--- src/trf_pkg.sv ---
// shared constants and types of the radio data path
package trf_pkg;
  // register byte offsets on the apb slave
  localparam logic [7:0]  OFS_CTRL      = 8'h00;
  localparam logic [7:0]  OFS_BITRATE   = 8'h04;
  localparam logic [7:0]  OFS_TXDATA    = 8'h08;
  localparam logic [7:0]  OFS_STATUS    = 8'h0C;
  localparam logic [7:0]  OFS_RXREAD    = 8'h10;
  // control register fields
  localparam int          CTRL_TXMODE   = 0;
  localparam int          CTRL_TXON     = 1;
  localparam int          CTRL_RXON     = 2;
  localparam int          CTRL_THR_LSB  = 4;
  localparam int          THR_W         = 4;
  // status register fields
  localparam int          ST_TXEMPTY    = 0;
  localparam int          ST_UNDERRUN   = 1;
  localparam int          ST_LEVEL      = 2;
  localparam int          ST_OVF        = 3;
  localparam int          ST_ARMED      = 4;
  localparam int          ST_SENDING    = 5;
  localparam int          ST_COUNT_LSB  = 8;
  // reset values
  localparam logic [THR_W-1:0] THR_RST  = 4'h1;
  localparam logic [15:0] BITRATE_RST   = 16'h0040;
  localparam logic [7:0]  PREAMBLE_BYTE = 8'hAA;
  // storage sizes
  localparam int          HOLD_W        = 8;
  localparam int          FIFO_DEPTH    = 16;
  localparam int          CNT_W         = 5;
  // synthesizer settle time before the amplifier comes on
  localparam int          CLK_PERIOD_NS = 4;
  localparam int          TX_CAL_NS     = 1000;
  localparam int          TX_CAL_CYC    = (TX_CAL_NS + CLK_PERIOD_NS - 1) / CLK_PERIOD_NS;
  typedef enum logic [1:0] {TX_OFF, TX_CAL, TX_SEND} trf_tx_state_t;
endpackage

--- src/trf_fifo_if.sv ---
// signals between the data path control and its receive bit fifo
`timescale 1ns/1ps
`default_nettype none
interface trf_fifo_if;
  logic                      clear;
  logic                      push;
  logic                      in_bit;
  logic [trf_pkg::CNT_W-1:0] pop_n;
  logic [trf_pkg::CNT_W-1:0] count;
  logic                      head_bit;
  logic [7:0]                head_byte;
  logic                      ovf;
  modport ctl  (output clear, push, in_bit, pop_n, input count, head_bit, head_byte, ovf);
  modport fifo (input clear, push, in_bit, pop_n, output count, head_bit, head_byte, ovf);
endinterface
`default_nettype wire

--- src/trf_rx_fifo.sv ---
// receive bit fifo, oldest bit at the top of the vector
`timescale 1ns/1ps
`default_nettype none
module trf_rx_fifo #(
  parameter int DEPTH = trf_pkg::FIFO_DEPTH
) (
  input wire logic clk,
  input wire logic rstn,
  trf_fifo_if.fifo f
);
  logic [DEPTH-1:0]          data_q;
  logic [DEPTH-1:0]          data_d;
  logic [trf_pkg::CNT_W-1:0] cnt_q;
  logic [trf_pkg::CNT_W-1:0] cnt_d;
  logic                      ovf_d;

  always_comb
  begin
    logic [trf_pkg::CNT_W-1:0] n;
    n     = (f.pop_n > cnt_q) ? cnt_q : f.pop_n;
    cnt_d = cnt_q - n;
    data_d = data_q << n;
    ovf_d = 1'b0;
    if (f.push)
    begin
      if (cnt_d == trf_pkg::CNT_W'(DEPTH))
        ovf_d = 1'b1;
      else
      begin
        data_d[DEPTH-1-int'(cnt_d)] = f.in_bit;
        cnt_d = cnt_d + 1'b1;
      end
    end
    if (f.clear)
    begin
      data_d = '0;
      cnt_d  = '0;
      ovf_d  = 1'b0;
    end
  end

  always_ff @(posedge clk)
  begin
    if (!rstn)
    begin
      data_q <= '0;
      cnt_q  <= '0;
    end
    else
    begin
      data_q <= data_d;
      cnt_q  <= cnt_d;
    end
  end

  assign f.count     = cnt_q;
  assign f.head_bit  = data_q[DEPTH-1];
  assign f.head_byte = data_q[DEPTH-1 -: 8];
  assign f.ovf       = ovf_d;
endmodule
`default_nettype wire

--- src/trf_datapath.sv ---
// transmit holding registers and receive fifo data path with apb registers
//
// The APB register port and the address map were decided locally.
`timescale 1ns/1ps
`default_nettype none
// How it works
// - with register mode on, host bytes go into one of two 8-bit holding registers.
// - setting transmitter on starts shifting the first holding register at the bit rate.
// - enabling register mode preloads both holding registers with AAh each.
// - clearing transmitter on restores both holding registers to AAh.
// - in register mode SDO is high while a holding register can take a byte.
// - transmitter start powers and calibrates the synthesizer, then the amplifier, then data.
// - a finished byte raises interrupt and SDO together while the other byte waits.
// - the next interrupt after the dummy marks all payload sent, dummy still held.
// - clearing register mode clears underrun, releases interrupt high unless level or overflow is pending, drives SDO low while fifo select is high.
// - in fifo mode demodulated bits shift into a sixteen bit fifo.
// - fifo fills only after valid data and sync pattern are both reported.
// - level interrupt asserts when the bit count reaches a nonzero threshold; status follows.
// - with register mode off and fifo select low, SDO shows the fifo head, one bit per SCK.
// - a read command returns up to eight bits from the fifo head to the host.
// - transmit-empty interrupt only while register mode and transmitter are on.
// - overflow is flagged when more bits arrive than sixteen.
module trf_datapath #(
  parameter int TX_CAL_CYC = trf_pkg::TX_CAL_CYC
) (
  input  wire logic        clk,
  input  wire logic        rstn,
  input  wire logic [7:0]  paddr,
  input  wire logic        psel,
  input  wire logic        penable,
  input  wire logic        pwrite,
  input  wire logic [31:0] pwdata,
  output logic [31:0]      prdata,
  output logic             pready,
  output logic             pslverr,
  input  wire logic        sck,
  input  wire logic        fifo_select_low,
  output logic             sdo,
  output logic             interrupt_out_low,
  input  wire logic        rx_bit,
  input  wire logic        rx_bit_valid,
  input  wire logic        valid_data_flag,
  input  wire logic        sync_detect,
  output logic             synth_en,
  output logic             pa_en,
  output logic             tx_data
);
  localparam int HW = trf_pkg::HOLD_W;

  trf_fifo_if fif ();

  trf_rx_fifo #(
    .DEPTH (trf_pkg::FIFO_DEPTH)
  ) u_fifo (
    .clk  (clk),
    .rstn (rstn),
    .f    (fif)
  );

  // pin synchronisers
  logic [2:0] sck_q;
  logic [1:0] fsel_q;
  always_ff @(posedge clk)
  begin
    if (!rstn)
    begin
      sck_q  <= 3'h0;
      fsel_q <= 2'h3;
    end
    else
    begin
      sck_q  <= {sck_q[1:0], sck};
      fsel_q <= {fsel_q[0], fifo_select_low};
    end
  end
  logic sck_rise;
  logic fsel_low;
  assign sck_rise = sck_q[1] & ~sck_q[2];
  assign fsel_low = ~fsel_q[1];

  // apb decode
  logic setup;
  logic access;
  logic hit;
  assign setup  = psel & ~penable;
  assign access = psel & penable;
  assign hit    = (paddr == trf_pkg::OFS_CTRL) | (paddr == trf_pkg::OFS_BITRATE)
                | (paddr == trf_pkg::OFS_TXDATA) | (paddr == trf_pkg::OFS_STATUS)
                | (paddr == trf_pkg::OFS_RXREAD);
  assign pready  = penable;
  assign pslverr = access & ~hit;

  logic wr_ctrl;
  logic wr_rate;
  logic wr_tx;
  logic rd_stat;
  logic rd_fifo;
  assign wr_ctrl = access & pwrite & (paddr == trf_pkg::OFS_CTRL);
  assign wr_rate = access & pwrite & (paddr == trf_pkg::OFS_BITRATE);
  assign wr_tx   = access & pwrite & (paddr == trf_pkg::OFS_TXDATA);
  assign rd_stat = access & ~pwrite & (paddr == trf_pkg::OFS_STATUS);
  assign rd_fifo = access & ~pwrite & (paddr == trf_pkg::OFS_RXREAD);

  // control state
  logic                      tx_mode_q, tx_mode_d;
  logic                      tx_on_q, tx_on_d;
  logic                      rx_on_q, rx_on_d;
  logic [trf_pkg::THR_W-1:0] thr_q, thr_d;
  logic [15:0]               rate_q, rate_d;
  logic [HW-1:0]             hold_q [2];
  logic [HW-1:0]             hold_d [2];
  logic [1:0]                full_q, full_d;
  logic                      rd_idx_q, rd_idx_d;
  logic                      underrun_q, underrun_d;
  logic                      ovf_q, ovf_d;
  logic                      armed_q, armed_d;
  trf_pkg::trf_tx_state_t    st_q, st_d;
  logic [15:0]               cal_q, cal_d;
  logic [15:0]               tmr_q, tmr_d;
  logic [2:0]                bit_q, bit_d;
  logic [trf_pkg::CNT_W-1:0] rdn_q, rdn_d;
  logic [31:0]               prdata_q, prdata_d;
  logic                      sdo_q, sdo_d;
  logic                      irq_q, irq_d;
  logic                      txd_q, txd_d;

  logic tx_empty;
  logic level;
  assign tx_empty = tx_mode_q & tx_on_q & ~&full_q;
  assign level    = rx_on_q & (thr_q != '0)
                  & (fif.count >= trf_pkg::CNT_W'(thr_q));

  always_comb
  begin
    logic byte_end;
    logic tgt;
    tx_mode_d  = tx_mode_q;
    tx_on_d    = tx_on_q;
    rx_on_d    = rx_on_q;
    thr_d      = thr_q;
    rate_d     = rate_q;
    hold_d     = hold_q;
    full_d     = full_q;
    rd_idx_d   = rd_idx_q;
    underrun_d = underrun_q;
    st_d       = st_q;
    cal_d      = cal_q;
    tmr_d      = tmr_q;
    bit_d      = bit_q;
    byte_end   = 1'b0;
    tgt        = full_q[rd_idx_q] ? ~rd_idx_q : rd_idx_q;
    if (wr_ctrl)
    begin
      tx_mode_d = pwdata[trf_pkg::CTRL_TXMODE];
      tx_on_d   = pwdata[trf_pkg::CTRL_TXON];
      rx_on_d   = pwdata[trf_pkg::CTRL_RXON];
      thr_d     = pwdata[trf_pkg::CTRL_THR_LSB +: trf_pkg::THR_W];
    end
    if (wr_rate)
      rate_d = pwdata[15:0];
    // transmit sequencer
    unique case (st_q)
      trf_pkg::TX_OFF:
      begin
        cal_d = '0;
        if (tx_on_q)
          st_d = trf_pkg::TX_CAL;
      end
      trf_pkg::TX_CAL:
      begin
        cal_d = cal_q + 16'h0001;
        if (cal_q >= 16'(TX_CAL_CYC - 1))
        begin
          st_d     = trf_pkg::TX_SEND;
          tmr_d    = '0;
          bit_d    = '0;
          rd_idx_d = 1'b0;
        end
      end
      trf_pkg::TX_SEND:
      begin
        tmr_d = tmr_q + 16'h0001;
        if (16'(tmr_q + 16'h0001) >= rate_q)
        begin
          tmr_d = '0;
          bit_d = bit_q + 3'h1;
          if (bit_q == 3'h7)
            byte_end = 1'b1;
        end
      end
    endcase
    if (byte_end)
    begin
      full_d[rd_idx_q] = 1'b0;
      rd_idx_d = ~rd_idx_q;
      if (!full_q[~rd_idx_q])
        underrun_d = 1'b1;
    end
    if (wr_tx && tx_mode_q)
    begin
      if (&full_q)
        underrun_d = 1'b1;
      hold_d[tgt] = pwdata[HW-1:0];
      full_d[tgt] = 1'b1;
    end
    if (!tx_on_q)
      st_d = trf_pkg::TX_OFF;
    // preload on register mode rising or transmitter falling
    if ((tx_mode_d && !tx_mode_q) || (tx_on_q && !tx_on_d))
    begin
      hold_d[0] = trf_pkg::PREAMBLE_BYTE;
      hold_d[1] = trf_pkg::PREAMBLE_BYTE;
      full_d    = 2'h3;
      rd_idx_d  = 1'b0;
    end
    if (!tx_mode_q || !tx_on_q)
      underrun_d = 1'b0;
  end

  // receive side, status clear and read data
  always_comb
  begin
    armed_d = armed_q;
    ovf_d   = ovf_q;
    rdn_d   = rdn_q;
    if (!rx_on_q)
      armed_d = 1'b0;
    else if (valid_data_flag && sync_detect)
      armed_d = 1'b1;
    if (rd_stat)
      ovf_d = 1'b0;
    if (fif.ovf)
      ovf_d = 1'b1;
    if (setup)
      rdn_d = (fif.count > trf_pkg::CNT_W'(8)) ? trf_pkg::CNT_W'(8) : fif.count;
    prdata_d = prdata_q;
    if (setup && !pwrite)
    begin
      prdata_d = '0;
      unique case (paddr)
        trf_pkg::OFS_CTRL:
        begin
          prdata_d[trf_pkg::CTRL_TXMODE] = tx_mode_q;
          prdata_d[trf_pkg::CTRL_TXON]   = tx_on_q;
          prdata_d[trf_pkg::CTRL_RXON]   = rx_on_q;
          prdata_d[trf_pkg::CTRL_THR_LSB +: trf_pkg::THR_W] = thr_q;
        end
        trf_pkg::OFS_BITRATE: prdata_d[15:0] = rate_q;
        trf_pkg::OFS_STATUS:
        begin
          prdata_d[trf_pkg::ST_TXEMPTY]  = tx_empty;
          prdata_d[trf_pkg::ST_UNDERRUN] = underrun_q;
          prdata_d[trf_pkg::ST_LEVEL]    = level;
          prdata_d[trf_pkg::ST_OVF]      = ovf_q;
          prdata_d[trf_pkg::ST_ARMED]    = armed_q;
          prdata_d[trf_pkg::ST_SENDING]  = (st_q == trf_pkg::TX_SEND);
          prdata_d[trf_pkg::ST_COUNT_LSB +: trf_pkg::CNT_W] = fif.count;
        end
        trf_pkg::OFS_RXREAD: prdata_d[7:0] = fif.head_byte;
        default: prdata_d = '0;
      endcase
    end
    // pins
    if (tx_mode_q)
      sdo_d = ~&full_q;
    else if (fsel_low)
      sdo_d = fif.head_bit;
    else
      sdo_d = 1'b0;
    irq_d = ~(tx_empty | underrun_q | level | ovf_q);
    txd_d = (st_q == trf_pkg::TX_SEND) ? hold_q[rd_idx_q][3'h7 - bit_q] : 1'b0;
  end

  always_comb
  begin
    fif.clear  = ~rx_on_q;
    fif.push   = armed_q & rx_on_q & rx_bit_valid;
    fif.in_bit = rx_bit;
    fif.pop_n  = (rd_fifo ? rdn_q : '0)
               + ((sck_rise && fsel_low && !tx_mode_q) ? trf_pkg::CNT_W'(1) : '0);
  end

  always_ff @(posedge clk)
  begin
    if (!rstn)
    begin
      tx_mode_q  <= 1'b0;
      tx_on_q    <= 1'b0;
      rx_on_q    <= 1'b0;
      thr_q      <= trf_pkg::THR_RST;
      rate_q     <= trf_pkg::BITRATE_RST;
      hold_q[0]  <= trf_pkg::PREAMBLE_BYTE;
      hold_q[1]  <= trf_pkg::PREAMBLE_BYTE;
      full_q     <= 2'h3;
      rd_idx_q   <= 1'b0;
      underrun_q <= 1'b0;
      ovf_q      <= 1'b0;
      armed_q    <= 1'b0;
      st_q       <= trf_pkg::TX_OFF;
      cal_q      <= '0;
      tmr_q      <= '0;
      bit_q      <= '0;
      rdn_q      <= '0;
      prdata_q   <= '0;
      sdo_q      <= 1'b0;
      irq_q      <= 1'b1;
      txd_q      <= 1'b0;
    end
    else
    begin
      tx_mode_q  <= tx_mode_d;
      tx_on_q    <= tx_on_d;
      rx_on_q    <= rx_on_d;
      thr_q      <= thr_d;
      rate_q     <= rate_d;
      hold_q     <= hold_d;
      full_q     <= full_d;
      rd_idx_q   <= rd_idx_d;
      underrun_q <= underrun_d;
      ovf_q      <= ovf_d;
      armed_q    <= armed_d;
      st_q       <= st_d;
      cal_q      <= cal_d;
      tmr_q      <= tmr_d;
      bit_q      <= bit_d;
      rdn_q      <= rdn_d;
      prdata_q   <= prdata_d;
      sdo_q      <= sdo_d;
      irq_q      <= irq_d;
      txd_q      <= txd_d;
    end
  end

  assign prdata            = prdata_q;
  assign sdo               = sdo_q;
  assign interrupt_out_low = irq_q;
  assign synth_en          = (st_q != trf_pkg::TX_OFF);
  assign pa_en             = (st_q == trf_pkg::TX_SEND);
  assign tx_data           = txd_q;
endmodule
`default_nettype wire

--- config.mk ---
export PLATFORM = sky130hd
export DESIGN_NAME = trf_datapath
export DESIGN_NICKNAME = d
export VERILOG_FILES = /design/src/trf_pkg.sv /design/src/trf_fifo_if.sv /design/src/trf_rx_fifo.sv /design/src/trf_datapath.sv
export SDC_FILE = /design/constraint.sdc
export NUM_CORES = 1
export LEC_CHECK = 0
export BUFFER_PORTS_ARGS = -buffer_cell sky130_fd_sc_hd__buf_2
export CAP_MARGIN = 20
export CORE_MARGIN = 1.5
export CORE_UTILIZATION = 50
export DETAILED_ROUTE_END_ITERATION = 6
export PLACE_DENSITY_LB_ADDON = 0.08
export SYNTH_ARGS = -nofsm -noshare
export SYNTH_HDL_FRONTEND = slang
export SYNTH_HIERARCHICAL = 1
export SYNTH_SLANG_ARGS = --single-unit
--- constraint.sdc ---
create_clock -name clk -period 6.8 [get_ports clk]
set_input_delay 0 -clock clk [delete_from_list [all_inputs] [get_ports clk]]
set_output_delay 0 -clock clk [all_outputs]
set_load 0.005 [all_outputs]
==> results of run 1 <==
==> Yosys cell counts, drive strengths merged (12+ instances only) <==
| library cell | n |
|---|---|
| nor2b | 39 |
| and2 | 13 |
| nor2 | 71 |
| inv | 43 |
| ha | 41 |
| buf | 40 |
| nand2 | 85 |
| o21ai | 48 |
| xnor2 | 14 |
| and3 | 20 |
| nor3 | 19 |
| dfxtp | 132 |
| xor2 | 23 |
| nand3 | 66 |
| mux2i | 47 |
| nand4 | 12 |
| a21oi | 48 |
| clkbuf | 26 |
==> cell type report <==
type,count,area [sq um]
Inverter,43,161.4
Fill cell,1524,6616
Clock buffer,22,484.2
Multi-Input combinational cell,731,4875
Tap cell,216,270.3
Clock inverter,10,145.1
Sequential cell,132,2643
Timing Repair Buffer,88,575.6
==> worst paths after layout <==
check	startpoint	end	slack, ns
worst max-delay path	paddr[5]	ovf_q	0.76
worst min-delay path	paddr[3]	prdata[7]	0.06
worst max register to register	tx_mode_q	ovf_q	0.95
worst min register to register	fsel_q[0]	fsel_q[1]	0.41
==> stage by stage <==
step                std cells  total power, mW
finish                   1242            1.820
global route             1242            1.874
CTS                      1242            1.837
detailed placement       1186           0.8551
global placement         1185           0.8551
floorplan                 972           0.8346
==> power by group <==
part           internal, mW  leakage (nW)  switching [mW]  total (mW)
clock network         0.619         0.303           0.352       0.971
logic                0.0307          2.13          0.0402      0.0709
registers             0.777          1.07         0.00166       0.778
total                  1.43          3.50           0.394        1.82
==> logic make-up after synthesis <==
group | count (synthesis)
mux | 53
flops | 132
other cells | 1
simple gates | 371
compound gates | 213
fa+ha+maj | 41
xor+xnor | 37
buf+inv | 109
==> metal layers <==
| layer | up-vias | wire length [um] | global-route usage [%] |
|---|---|---|---|
| li1 | 3540 | - | - |
| met3 | 34 | 1106 | 4.500 |
| met1 | 3345 | 9968 | 35.03 |
| met5 | - | 0 | 0 |
| met2 | 222 | 9663 | 40.06 |
| met4 | 0 | 431 | 9.477 |
==> layout by cell type (no fill, tap or decap), types with 7 or more instances in the layout <==
master           n
a211oi_1         7
a21boi_0         7
a21oi_1         48
a221oi_1         8
a22o_1          10
a22oi_1         11
and2_1          10
and3_1          20
and4_1           7
buf_2           58
clkbuf_16       17
conb_1          16
dfxtp_1        132
dlygate4sd3_1   24
ha_1            41
inv_1           42
mux2i_1         47
nand2_1         84
nand2b_1         9
nand3_1         65
nand4_1         11
nor2_1          68
nor2b_1         39
nor3_1          18
o21ai_0         46
o31ai_1         10
xnor2_1         14
xor2_1          22
==> flip-flops by register name (all words and copies together) (netlist names), 3 cells and up <==
register / cells
sck_q: 3
bit_q: 3
cal_q: 16
rate_q: 16
hold_q: 16
u_fifo/f.count: 5
u_fifo/data_q: 16
rdn_q: 5
thr_q: 4
prdata: 16
tmr_q: 16
==> critical path, stage by stage <==
cell and delay [ns]:
dlygate4sd3_1 0.52, buf_2 0.16, or3_1 0.41, nor2_1 0.14
and3_1 0.21, and2_1 0.14, ha_1 0.16, ha_1 0.18
nand3_1 0.10, xor2_1 0.15, nor2_1 0.35, ha_1 0.37
a21oi_1 0.36, o221ai_2 0.29, nand3_1 0.20, and2_1 0.16
inv_1 0.06, ha_1 0.17, inv_1 0.14, nor2_1 0.07
o311a_1 0.28, or4_4 0.52, xor2_2 0.35, nand3_1 0.25
nor3_1 0.43, a21oi_1 0.09, nor2b_1 0.12
==> results.md, run 1 <==
- Cells after synthesis: 957
- Initial antenna violation count: 0
- Complex-gate fraction of the synthesized area: 18.11%
- Pwr/cell area: 198.9 nW/um^2
- Final slew viol count: 0
- Synth Register Bits: 132
- Chip width: 129.7 um
- Num CTS Buffers: 17
- Yosys warnings: 6
- Peak supply drop: 0.0001939 V
- Place WS: 0.4832 ns
- CP Launch Type: input pin
- I/O pins: 90
- Number of global-route vias before repair: 6416
- Critical Path End Type: register
- Final wirelength: 21.17 mm
- Predominant post-synthesis flop cell: dfxtp_1
- Grt total ovfl: 0
- CTS clk-pin slew, worst paths: 0.06 ns
- GR Util All Layers: 25.49%
- Asr flop ratio synth: 0%
- PortBufs: 57
- Row count: 46
- Netlist cell types: 82
- Status: finished, final reports clean
- Final nets: 1105
- Root buffer cell: clkbuf_16
- Multiplexer area fraction after synthesis: 7.408%
- Slew @ Worst Pin: 1.044 ns
- Max-cap violations: 0
- Initial Utilization: 50.87%
- Largest family of logic cells by synthesized area: simple AND/OR/NAND/NOR gates
- Max frequency: 165.5 MHz
- Vias post-DR: 7141
- Finished Cell Area: 9154 sq um
- Initial DRC count: 553
- H-tree lvl count: 4
- DR pass1 iterations: 5
- Crit path kind: input pin to register
- Core footprint: 15770 sq um
- Share of cells above drive strength 1: 12.09%
- Synthesized area per cell: 8.383 sq um
- Simple-gate portion of the synthesized area: 23.97%
- Post-CTS Resized: 0
- P_leak: 3.495 nW
- Minimum clock period: 6.043 ns
- DP Wirelength: 15.28 mm
- Critical Path AT: 6.39 ns
- Synth top area cells: dfxtp_1 (33%), ha_1 (6.4%), mux2i_1 (5.9%)
- Reg2Reg Depth: 23
- Worst Hold Depth: 4
- Sequential fraction of the synthesis area: 32.94%
- Clock Skew: 0.01752 ns
- Adder and majority gate portion of the synthesized area: 6.394%
- Die area: 16810 sq um
- Worst rel slew slack: 30.28%
- Final hold slack: 0.05608 ns
- Postcts setup bufs: 0
- First-pass GRT wire length: 33.31 mm
- Area growth from synthesis to layout: 14.10%
- Vias per inst: 5.750
- Drt wl/cell: 17.05 um
- Max FO, Critical Path: 9
- RSZ-0062 raised after global routing: false
- CTS tree: yes
- Synth Area in XOR/XNOR: 4.133%
- Final Util: 58.05%
- Instance area at placement: 8284 sq um
- Crit path required time: 7.15 ns
- Detailed-route DRC error count: 0
- Synth Cell Area: 8023 sq um
- Min-delay worst type: input pin to register
- Area leader, netlist: dfxtp_1
- Hold_buf cts: 24
- Die height: 129.7 um
- Period utilization: 88.87%
- CTS Sinks: 132
- Post-route setup slack: 0.7567 ns
- Clock Tree Buf Depth: 2
- Final Hold Viols: 0
- Setup TNS Final: 0 ns
- DRT antenna net count: 0
- Worst-Skew Late Latency: 0.43 ns
- # setup viols final: 0
- # diodes: 0
- GP Congestion: 0.9394
- Largest net degree at the start of global routing: 69
- Number of synthesized flops with an enable pin: 0
- Synth top area share: 32.94%
No activity file was read; power rests on OpenSTA's default activity.
==> run 2: changes to the inputs <==
CTS_CLUSTER_SIZE = 25   (was default)
clock period = 6 ns   (was 6.8 ns; I/O delays follow)
==> run 2 against run 1 <==
Net effect:
- critical endpoint is now u_fifo/data_q[14]
- sequential power is 13% higher
- total power up 11%
- register-to-register slack got worse by 0.12 ns
- design area rose by 0.87%
- routed wire length grew 3.0%
- first-iteration DRC count fell by 4.2%
==> results.md, run 2 (synthesized netlist as in run 1, its figures left out) <==
- Initial DRC count: 530
- PortBufs: 57
- Crit path required time: 6.37 ns
- RSZ-0062 raised after global routing: false
- Clock Tree Buf Depth: 2
- Critical Path AT: 5.85 ns
- Peak supply drop: 0.0002490 V
- Die area: 16810 sq um
- Slew @ Worst Pin: 1.047 ns
- Reg2Reg Depth: 23
- DP Wirelength: 15.77 mm
- CTS Sinks: 132
- Pwr/cell area: 218.3 nW/um^2
- Comb pwr share: 4.0%
- Hold_buf cts: 24
- Grt total ovfl: 0
- Initial Utilization: 50.87%
- Num CTS Buffers: 17
- P_leak: 3.542 nW
- I/O pins: 90
- Number of global-route vias before repair: 6544
- Worst Hold Depth: 4
- CP Launch Type: input pin
- Share of cells above drive strength 1: 13.45%
- Minimum clock period: 5.480 ns
- Reg2reg setup slack: 0.83 ns
- CTS tree: yes
- Critical Path End Type: register
- Reg-to-reg endpoint: u_fifo/data_q[14]
- Area growth from synthesis to layout: 15.10%
- H-tree lvl count: 4
- Status: finished, final reports clean
- Chip width: 129.7 um
- GR Util All Layers: 26.19%
- Vias post-DR: 7190
- Detailed-route DRC error count: 0
- Final slew viol count: 0
- Die height: 129.7 um
- # setup viols final: 0
- Largest net degree at the start of global routing: 69
- Worst-Skew Late Latency: 0.42 ns
- Hold path start: paddr[3]
- Reg-to-Reg Start: tx_mode_q
- Max-cap violations: 0
- Core footprint: 15770 sq um
- Vias per inst: 5.720
- Post-CTS Resized: 0
- Sw Ratio: 23.38%
- GP Congestion: 0.9226
- CTS clk-pin slew, worst paths: 0.06 ns
- Postcts setup bufs: 0
- # diodes: 0
- Setup TNS Final: 0 ns
- Max frequency: 182.5 MHz
- DRT antenna net count: 0
- Power share of the clock group: 52.2%
- Initial antenna violation count: 0
- Period utilization: 91.34%
- Clock Skew: 0.01332 ns
- Row count: 46
- First-pass GRT wire length: 34.07 mm
- Worst rel slew slack: 29.56%
- Most common cell after layout, fill and taps aside: dfxtp_1
- Final Hold Viols: 0
- DR pass1 iterations: 5
- Most frequent cells in the layout: dfxtp_1 (132), nand2_1 (84), nor2_1 (68)
- Root buffer cell: clkbuf_16
- Min-delay worst type: input pin to register
- Hold EP: prdata[7]
- Final nets: 1120
- Drt wl/cell: 17.34 um
- Final Util: 58.55%
- Max FO, Critical Path: 11
- Crit path kind: input pin to register
- P_sw: 0.4714 mW
- Sequential Power Share: 43.8%
- Final wirelength: 21.80 mm
- Power Internal: 1.544 mW
## run 2: cell types whose count changed in the layout (fill, tap and decap cells not counted), moves of 2 or more
cell,change
clkinvlp_4,+2
clkbuf_8,-3
inv_6,+3
buf_4,+16
## run 2: worst max-delay path, cell delays in order
cell,delay [ns]
dlygate4sd3_1,0.53
buf_2,0.16
or3_1,0.41
nor2_1,0.15
and3_1,0.20
and2_1,0.14
ha_1,0.16
ha_1,0.19
nand3_1,0.10
xor2_1,0.13
nor2_1,0.07
ha_1,0.39
nand4_4,0.16
o221a_4,0.29
o21ai_0,0.27
and2_1,0.20
inv_1,0.06
ha_1,0.17
inv_1,0.12
nor2_1,0.06
o311a_1,0.28
or4_4,0.52
xnor2_1,0.15
buf_4,0.18
or3_1,0.39
a311oi_1,0.22
buf_4,0.14
## run 2: how the worst max path moves through the flow
stage	from	to	slack [ns]	depth (start not counted)
2_1_floorplan	paddr[1]	u_fifo/f.count[4]	0.02	30
3_3_place_gp	paddr[1]	u_fifo/f.count[4]	0.27	29
3_5_place_dp	paddr[1]	u_fifo/data_q[14]	0.17	27
4_1_cts	paddr[5]	u_fifo/data_q[14]	0.53	27
5_1_grt	paddr[5]	u_fifo/data_q[14]	0.16	27
6_report	paddr[5]	u_fifo/data_q[14]	0.52	27
## run 2: area by class of cell
class / count / area (sq um)
flip-flops and latches: 132 / 2643
clock buffers: 19 / 442.9
fillers: 1505 / 6536
clock inverters: 13 / 147.6
multi-input cells: 731 / 4878
repair buffers: 103 / 690.7
inverters: 43 / 161.4
well taps: 216 / 270.3
## run 2: power groups by stage
stage	Clock [mW]	Combinational [mW]	Sequential, mW
after floorplan	0	0.0447	0.901
after global placement	0	0.0680	0.902
after detailed placement	0	0.0681	0.902
after CTS	1.06	0.0803	0.882
after global routing	1.10	0.0887	0.882
final	1.05	0.0814	0.882
## run 2: per-stage QoR
stage	std cells	instance area, sq um	power (mW)	hold slack [ns]	setup slack (ns)
6_report	1257	9234	2.016	0.02017	0.5198
5_1_grt	1257	9234	2.073	0.05146	0.1565
4_1_cts	1257	9234	2.026	0.006467	0.5277
3_5_place_dp	1201	8403	0.9699	0.1886	0.1674
3_3_place_gp	1201	8403	0.9696	0.1801	0.2677
2_1_floorplan	972	8083	0.9459	0.08082	0.01667
## run 2: metal layers
layer	wire, um	vias up	part of all wire (%)	track usage [%]
li1	-	3563	-	-
met1	10300	3341	47	36.43
met2	9838	244	45	41.61
met3	1128	42	5.2	4.170
met4	528	0	2.4	8.235
met5	0	-	0	0
==> run 3: changes to the inputs <==
SYNTH_HIERARCHICAL = default   (was 1)
==> run 3 against run 2 <==
Net effect:
- the run now ends with design-rule violations left
- first-iteration DRC count increased by 12%
- design area down 3.5%
- flip-flop and latch count is the same
- combinational power fell by 7.4%
- hold slack got worse by 0.00084 ns
- register-to-register slack worse by 0.09 ns
- die area decreased by 3.2%
- clock power fell by 6%
- highest routed layer unchanged
==> results.md, run 3 <==
- Post-route setup slack: 0.7409 ns
- Critical Path AT: 5.53 ns
- I/O pins: 90
- Fillers: 1397
- CTS Sinks: 132
- Die height: 127.6 um
- Asr flop ratio synth: 0%
- Detailed-route DRC error count: 2
- Synthesized area per cell: 8.384 sq um
- Reg2reg setup slack: 0.74 ns
- Grt total ovfl: 0
- CTS tree: yes
- Initial Utilization: 51.07%
- Power Internal: 1.507 mW
- Postcts setup bufs: 0
- Slew @ Worst Pin: 0.7992 ns
- Yosys warnings: 0
- Cells after synthesis: 926
- Adder and majority gate portion of the synthesized area: 6.865%
- PortBufs: 57
- Worst path cell trace: nor4b_1 > buf_4 > ha_1 > ha_1 > nand3_1 > xor2_1 > nor2_1 > ha_1 > o2111ai_1 > a21boi_2 > mux2i_4 > inv_2 > ha_1 > fa_1 > inv_1 > a21o_1 > a21oi_1 > xnor2_2 > nand2_1 > o311ai_0 > a21oi_1
- Root buffer cell: clkbuf_16
- Max frequency: 190.1 MHz
- GR Util All Layers: 25.60%
- Max FO, Critical Path: 16
- Initial antenna violation count: 0
- Reg-to-reg endpoint: u_fifo.data_q[2]
- Period utilization: 87.65%
- Top cells by count, synth: dfxtp_1 (132), nand2_1 (109), nor2_1 (81)
- Die area: 16280 sq um
- Row count: 45
- DRT antenna net count: 0
- Worst rel slew slack: 46.72%
- Final slew viol count: 0
- Flip-flop and latch area: 2643 sq um
- Crit path required time: 6.27 ns
- Power share of the clock group: 50.7%
- Final nets: 1087
- Crit path to: u_fifo.data_q[2]
- DP Wirelength: 14.82 mm
- Synth Cell Area: 7764 sq um
- Synth Area in XOR/XNOR: 4.271%
- Largest net degree at the start of global routing: 56
- # diodes: 0
- Largest family of logic cells by synthesized area: simple AND/OR/NAND/NOR gates
- Max-cap violations: 0
- Sw Ratio: 22.33%
- Peak supply drop: 0.0002029 V
- First-pass GRT wire length: 32.66 mm
- Number of synthesized flops with an enable pin: 0
- Core footprint: 15200 sq um
- Share of cells above drive strength 1: 13.22%
- Synth Register Bits: 132
- Stages on worst setup path: 21
- Slowest stage delay, CP: 0.62 ns
- Final Hold Viols: 0
- CP Launch Type: register
- Drt wl/cell: 17.09 um
- Pwr/cell area: 217.8 nW/um^2
- Reg-to-Reg Start: fsel_q[1]
- Worst Setup SP: fsel_q[1]
- Complex-gate fraction of the synthesized area: 17.52%
- Num CTS Buffers: 17
- Number of global-route vias before repair: 6230
- Area of the multi-input gates: 4687 sq um
- Most common cell after layout, fill and taps aside: dfxtp_1
- RSZ-0062 raised after global routing: false
- Clock Tree Buf Depth: 2
- Chip width: 127.6 um
- Failing checks: design-rule violations
- Place WS: 0.6980 ns
- P_sw: 0.4333 mW
- Synth top area share: 34.04%
- Vias per inst: 5.711
- Final wirelength: 20.40 mm
- Vias post-DR: 6819
- Most frequent CP cell: ha_1
- Critical Path End Type: register
- Most frequent cells in the layout: dfxtp_1 (132), nand2_1 (109), nor2_1 (81)
- Synth top area cells: dfxtp_1 (34%), mux2i_1 (7.1%), ha_1 (6.6%)
- Crit path kind: register to register
- Comb pwr share: 3.9%
- Predominant post-synthesis flop cell: dfxtp_1
- Cell with the most instances after synthesis: dfxtp_1
- Sequential fraction of the synthesis area: 34.04%
- Min-delay worst type: input pin to register
- CTS clk-pin slew, worst paths: 0.06 ns
- Reg2Reg Depth: 21
- Simple-gate portion of the synthesized area: 21.39%
- Area growth from synthesis to layout: 14.75%
- Area leader, netlist: dfxtp_1
- GP Congestion: 0.8851
- Sequential Power Share: 45.4%
- Setup TNS Final: 0 ns
- Clock Skew: 0.005669 ns
- # setup viols final: 0
- Status: finished with violations
- H-tree lvl count: 4
- Minimum clock period: 5.259 ns
- Top delay family on crit path: adder cells
- Netlist cell types: 75
- DR pass1 iterations: 7
- Worst-Skew Late Latency: 0.42 ns
- Initial DRC count: 594
- Slowest cell on the critical path: xnor2_2
- P_leak: 3.591 nW
- Critical path buffers and inverters: 3
- Multiplexer area fraction after synthesis: 9.557%
[run 3: cell count changes in the layout (fill, tap and decap cells not counted), sizes merged, moves of 9 or more]
cell / change
a21oi: +24
nor2b: -32
a31oi: +10
nand2: +24
mux2i: +9
nand3: -24
o21ai: -26
a22o: -9
a21o: +9
nor2: +10
[run 3: how the worst min path moves through the flow]
stage	end	slack, ns	depth (start not counted)	startpoint
6_report	interrupt_out_low	0.02	2	rstn
5_1_grt	interrupt_out_low	0.03	2	rstn
4_1_cts	interrupt_out_low	0.003	2	rstn
3_5_place_dp	fsel_q[0]	0.19	2	fifo_select_low
3_3_place_gp	fsel_q[0]	0.18	2	fifo_select_low
2_1_floorplan	pslverr	0.07	2	psel
[run 3: area by class of cell]
class / instances / area share, %
inverters: 42 / 1.770
clock buffers: 23 / 5.365
flip-flops and latches: 132 / 29.66
well taps: 188 / 2.640
multi-input cells: 705 / 52.61
clock inverters: 8 / 0.8708
repair buffers: 96 / 7.079
[run 3: cells by family (layout without fill, tap and decap cells)]
kind of cell,Yosys count,count (layout)
flops,132,132
compound gates,203,203
xor+xnor,37,37
mux,65,65
other cells,1,16
buf+inv,104,169
fa+ha+maj,42,42
simple gates,342,342
[run 3: worst register-to-register path, stage by stage (launching register included)]
cell and delay (ns):
dfxtp_1 0.31, nor4b_1 0.30, buf_4 0.18, ha_1 0.17, ha_1 0.18, nand3_1 0.10, xor2_1 0.26, nor2_1 0.10
ha_1 0.39, o2111ai_1 0.21, a21boi_2 0.33, mux2i_4 0.30, inv_2 0.06, ha_1 0.20, fa_1 0.44, inv_1 0.08
a21o_1 0.11, a21oi_1 0.09, xnor2_2 0.62, nand2_1 0.22, o311ai_0 0.35, a21oi_1 0.12
[run 3: power by group through the flow]
| stage | Clock, mW | Combinational (mW) | Sequential (mW) |
|---|---|---|---|
| after global routing | 1.04 | 0.0828 | 0.881 |
| final | 0.984 | 0.0754 | 0.881 |
| after CTS | 1.00 | 0.0744 | 0.881 |
| after detailed placement | 0 | 0.0639 | 0.900 |
| after global placement | 0 | 0.0640 | 0.900 |
| after floorplan | 0 | 0.0447 | 0.900 |
[run 3: metal layers]
| metal | global-route usage [%] | vias to the layer above | share of wire, % |
|---|---|---|---|
| met2 | 37.65 | 222 | 43 |
| met1 | 37.85 | 3164 | 50 |
| met4 | 8.196 | 0 | 1.3 |
| li1 | - | 3415 | - |
| met3 | 4.648 | 18 | 6.1 |
| met5 | 0 | - | 0 |
[run 3: timing repair]
action | 4_1_cts | 5_1_grt
resized for setup | 0 | 0
hold buffers | 21 | 0
hold endpoints to repair | 49 | 0
[run 3: per-stage QoR]
step	util [%]	cell area, sq um	cells	hold WS (ns)	total power, mW
3_5_place_dp	53.56	8143	1142	0.1896	0.9638
2_1_floorplan	-	7820	941	0.07428	0.9444
4_1_cts	58.60	8909	1194	0.002626	1.955
5_1_grt	58.60	8909	1194	0.03344	2.000
6_report	58.60	8909	1194	0.01933	1.941
3_3_place_gp	53.56	8143	1142	0.1796	0.9640
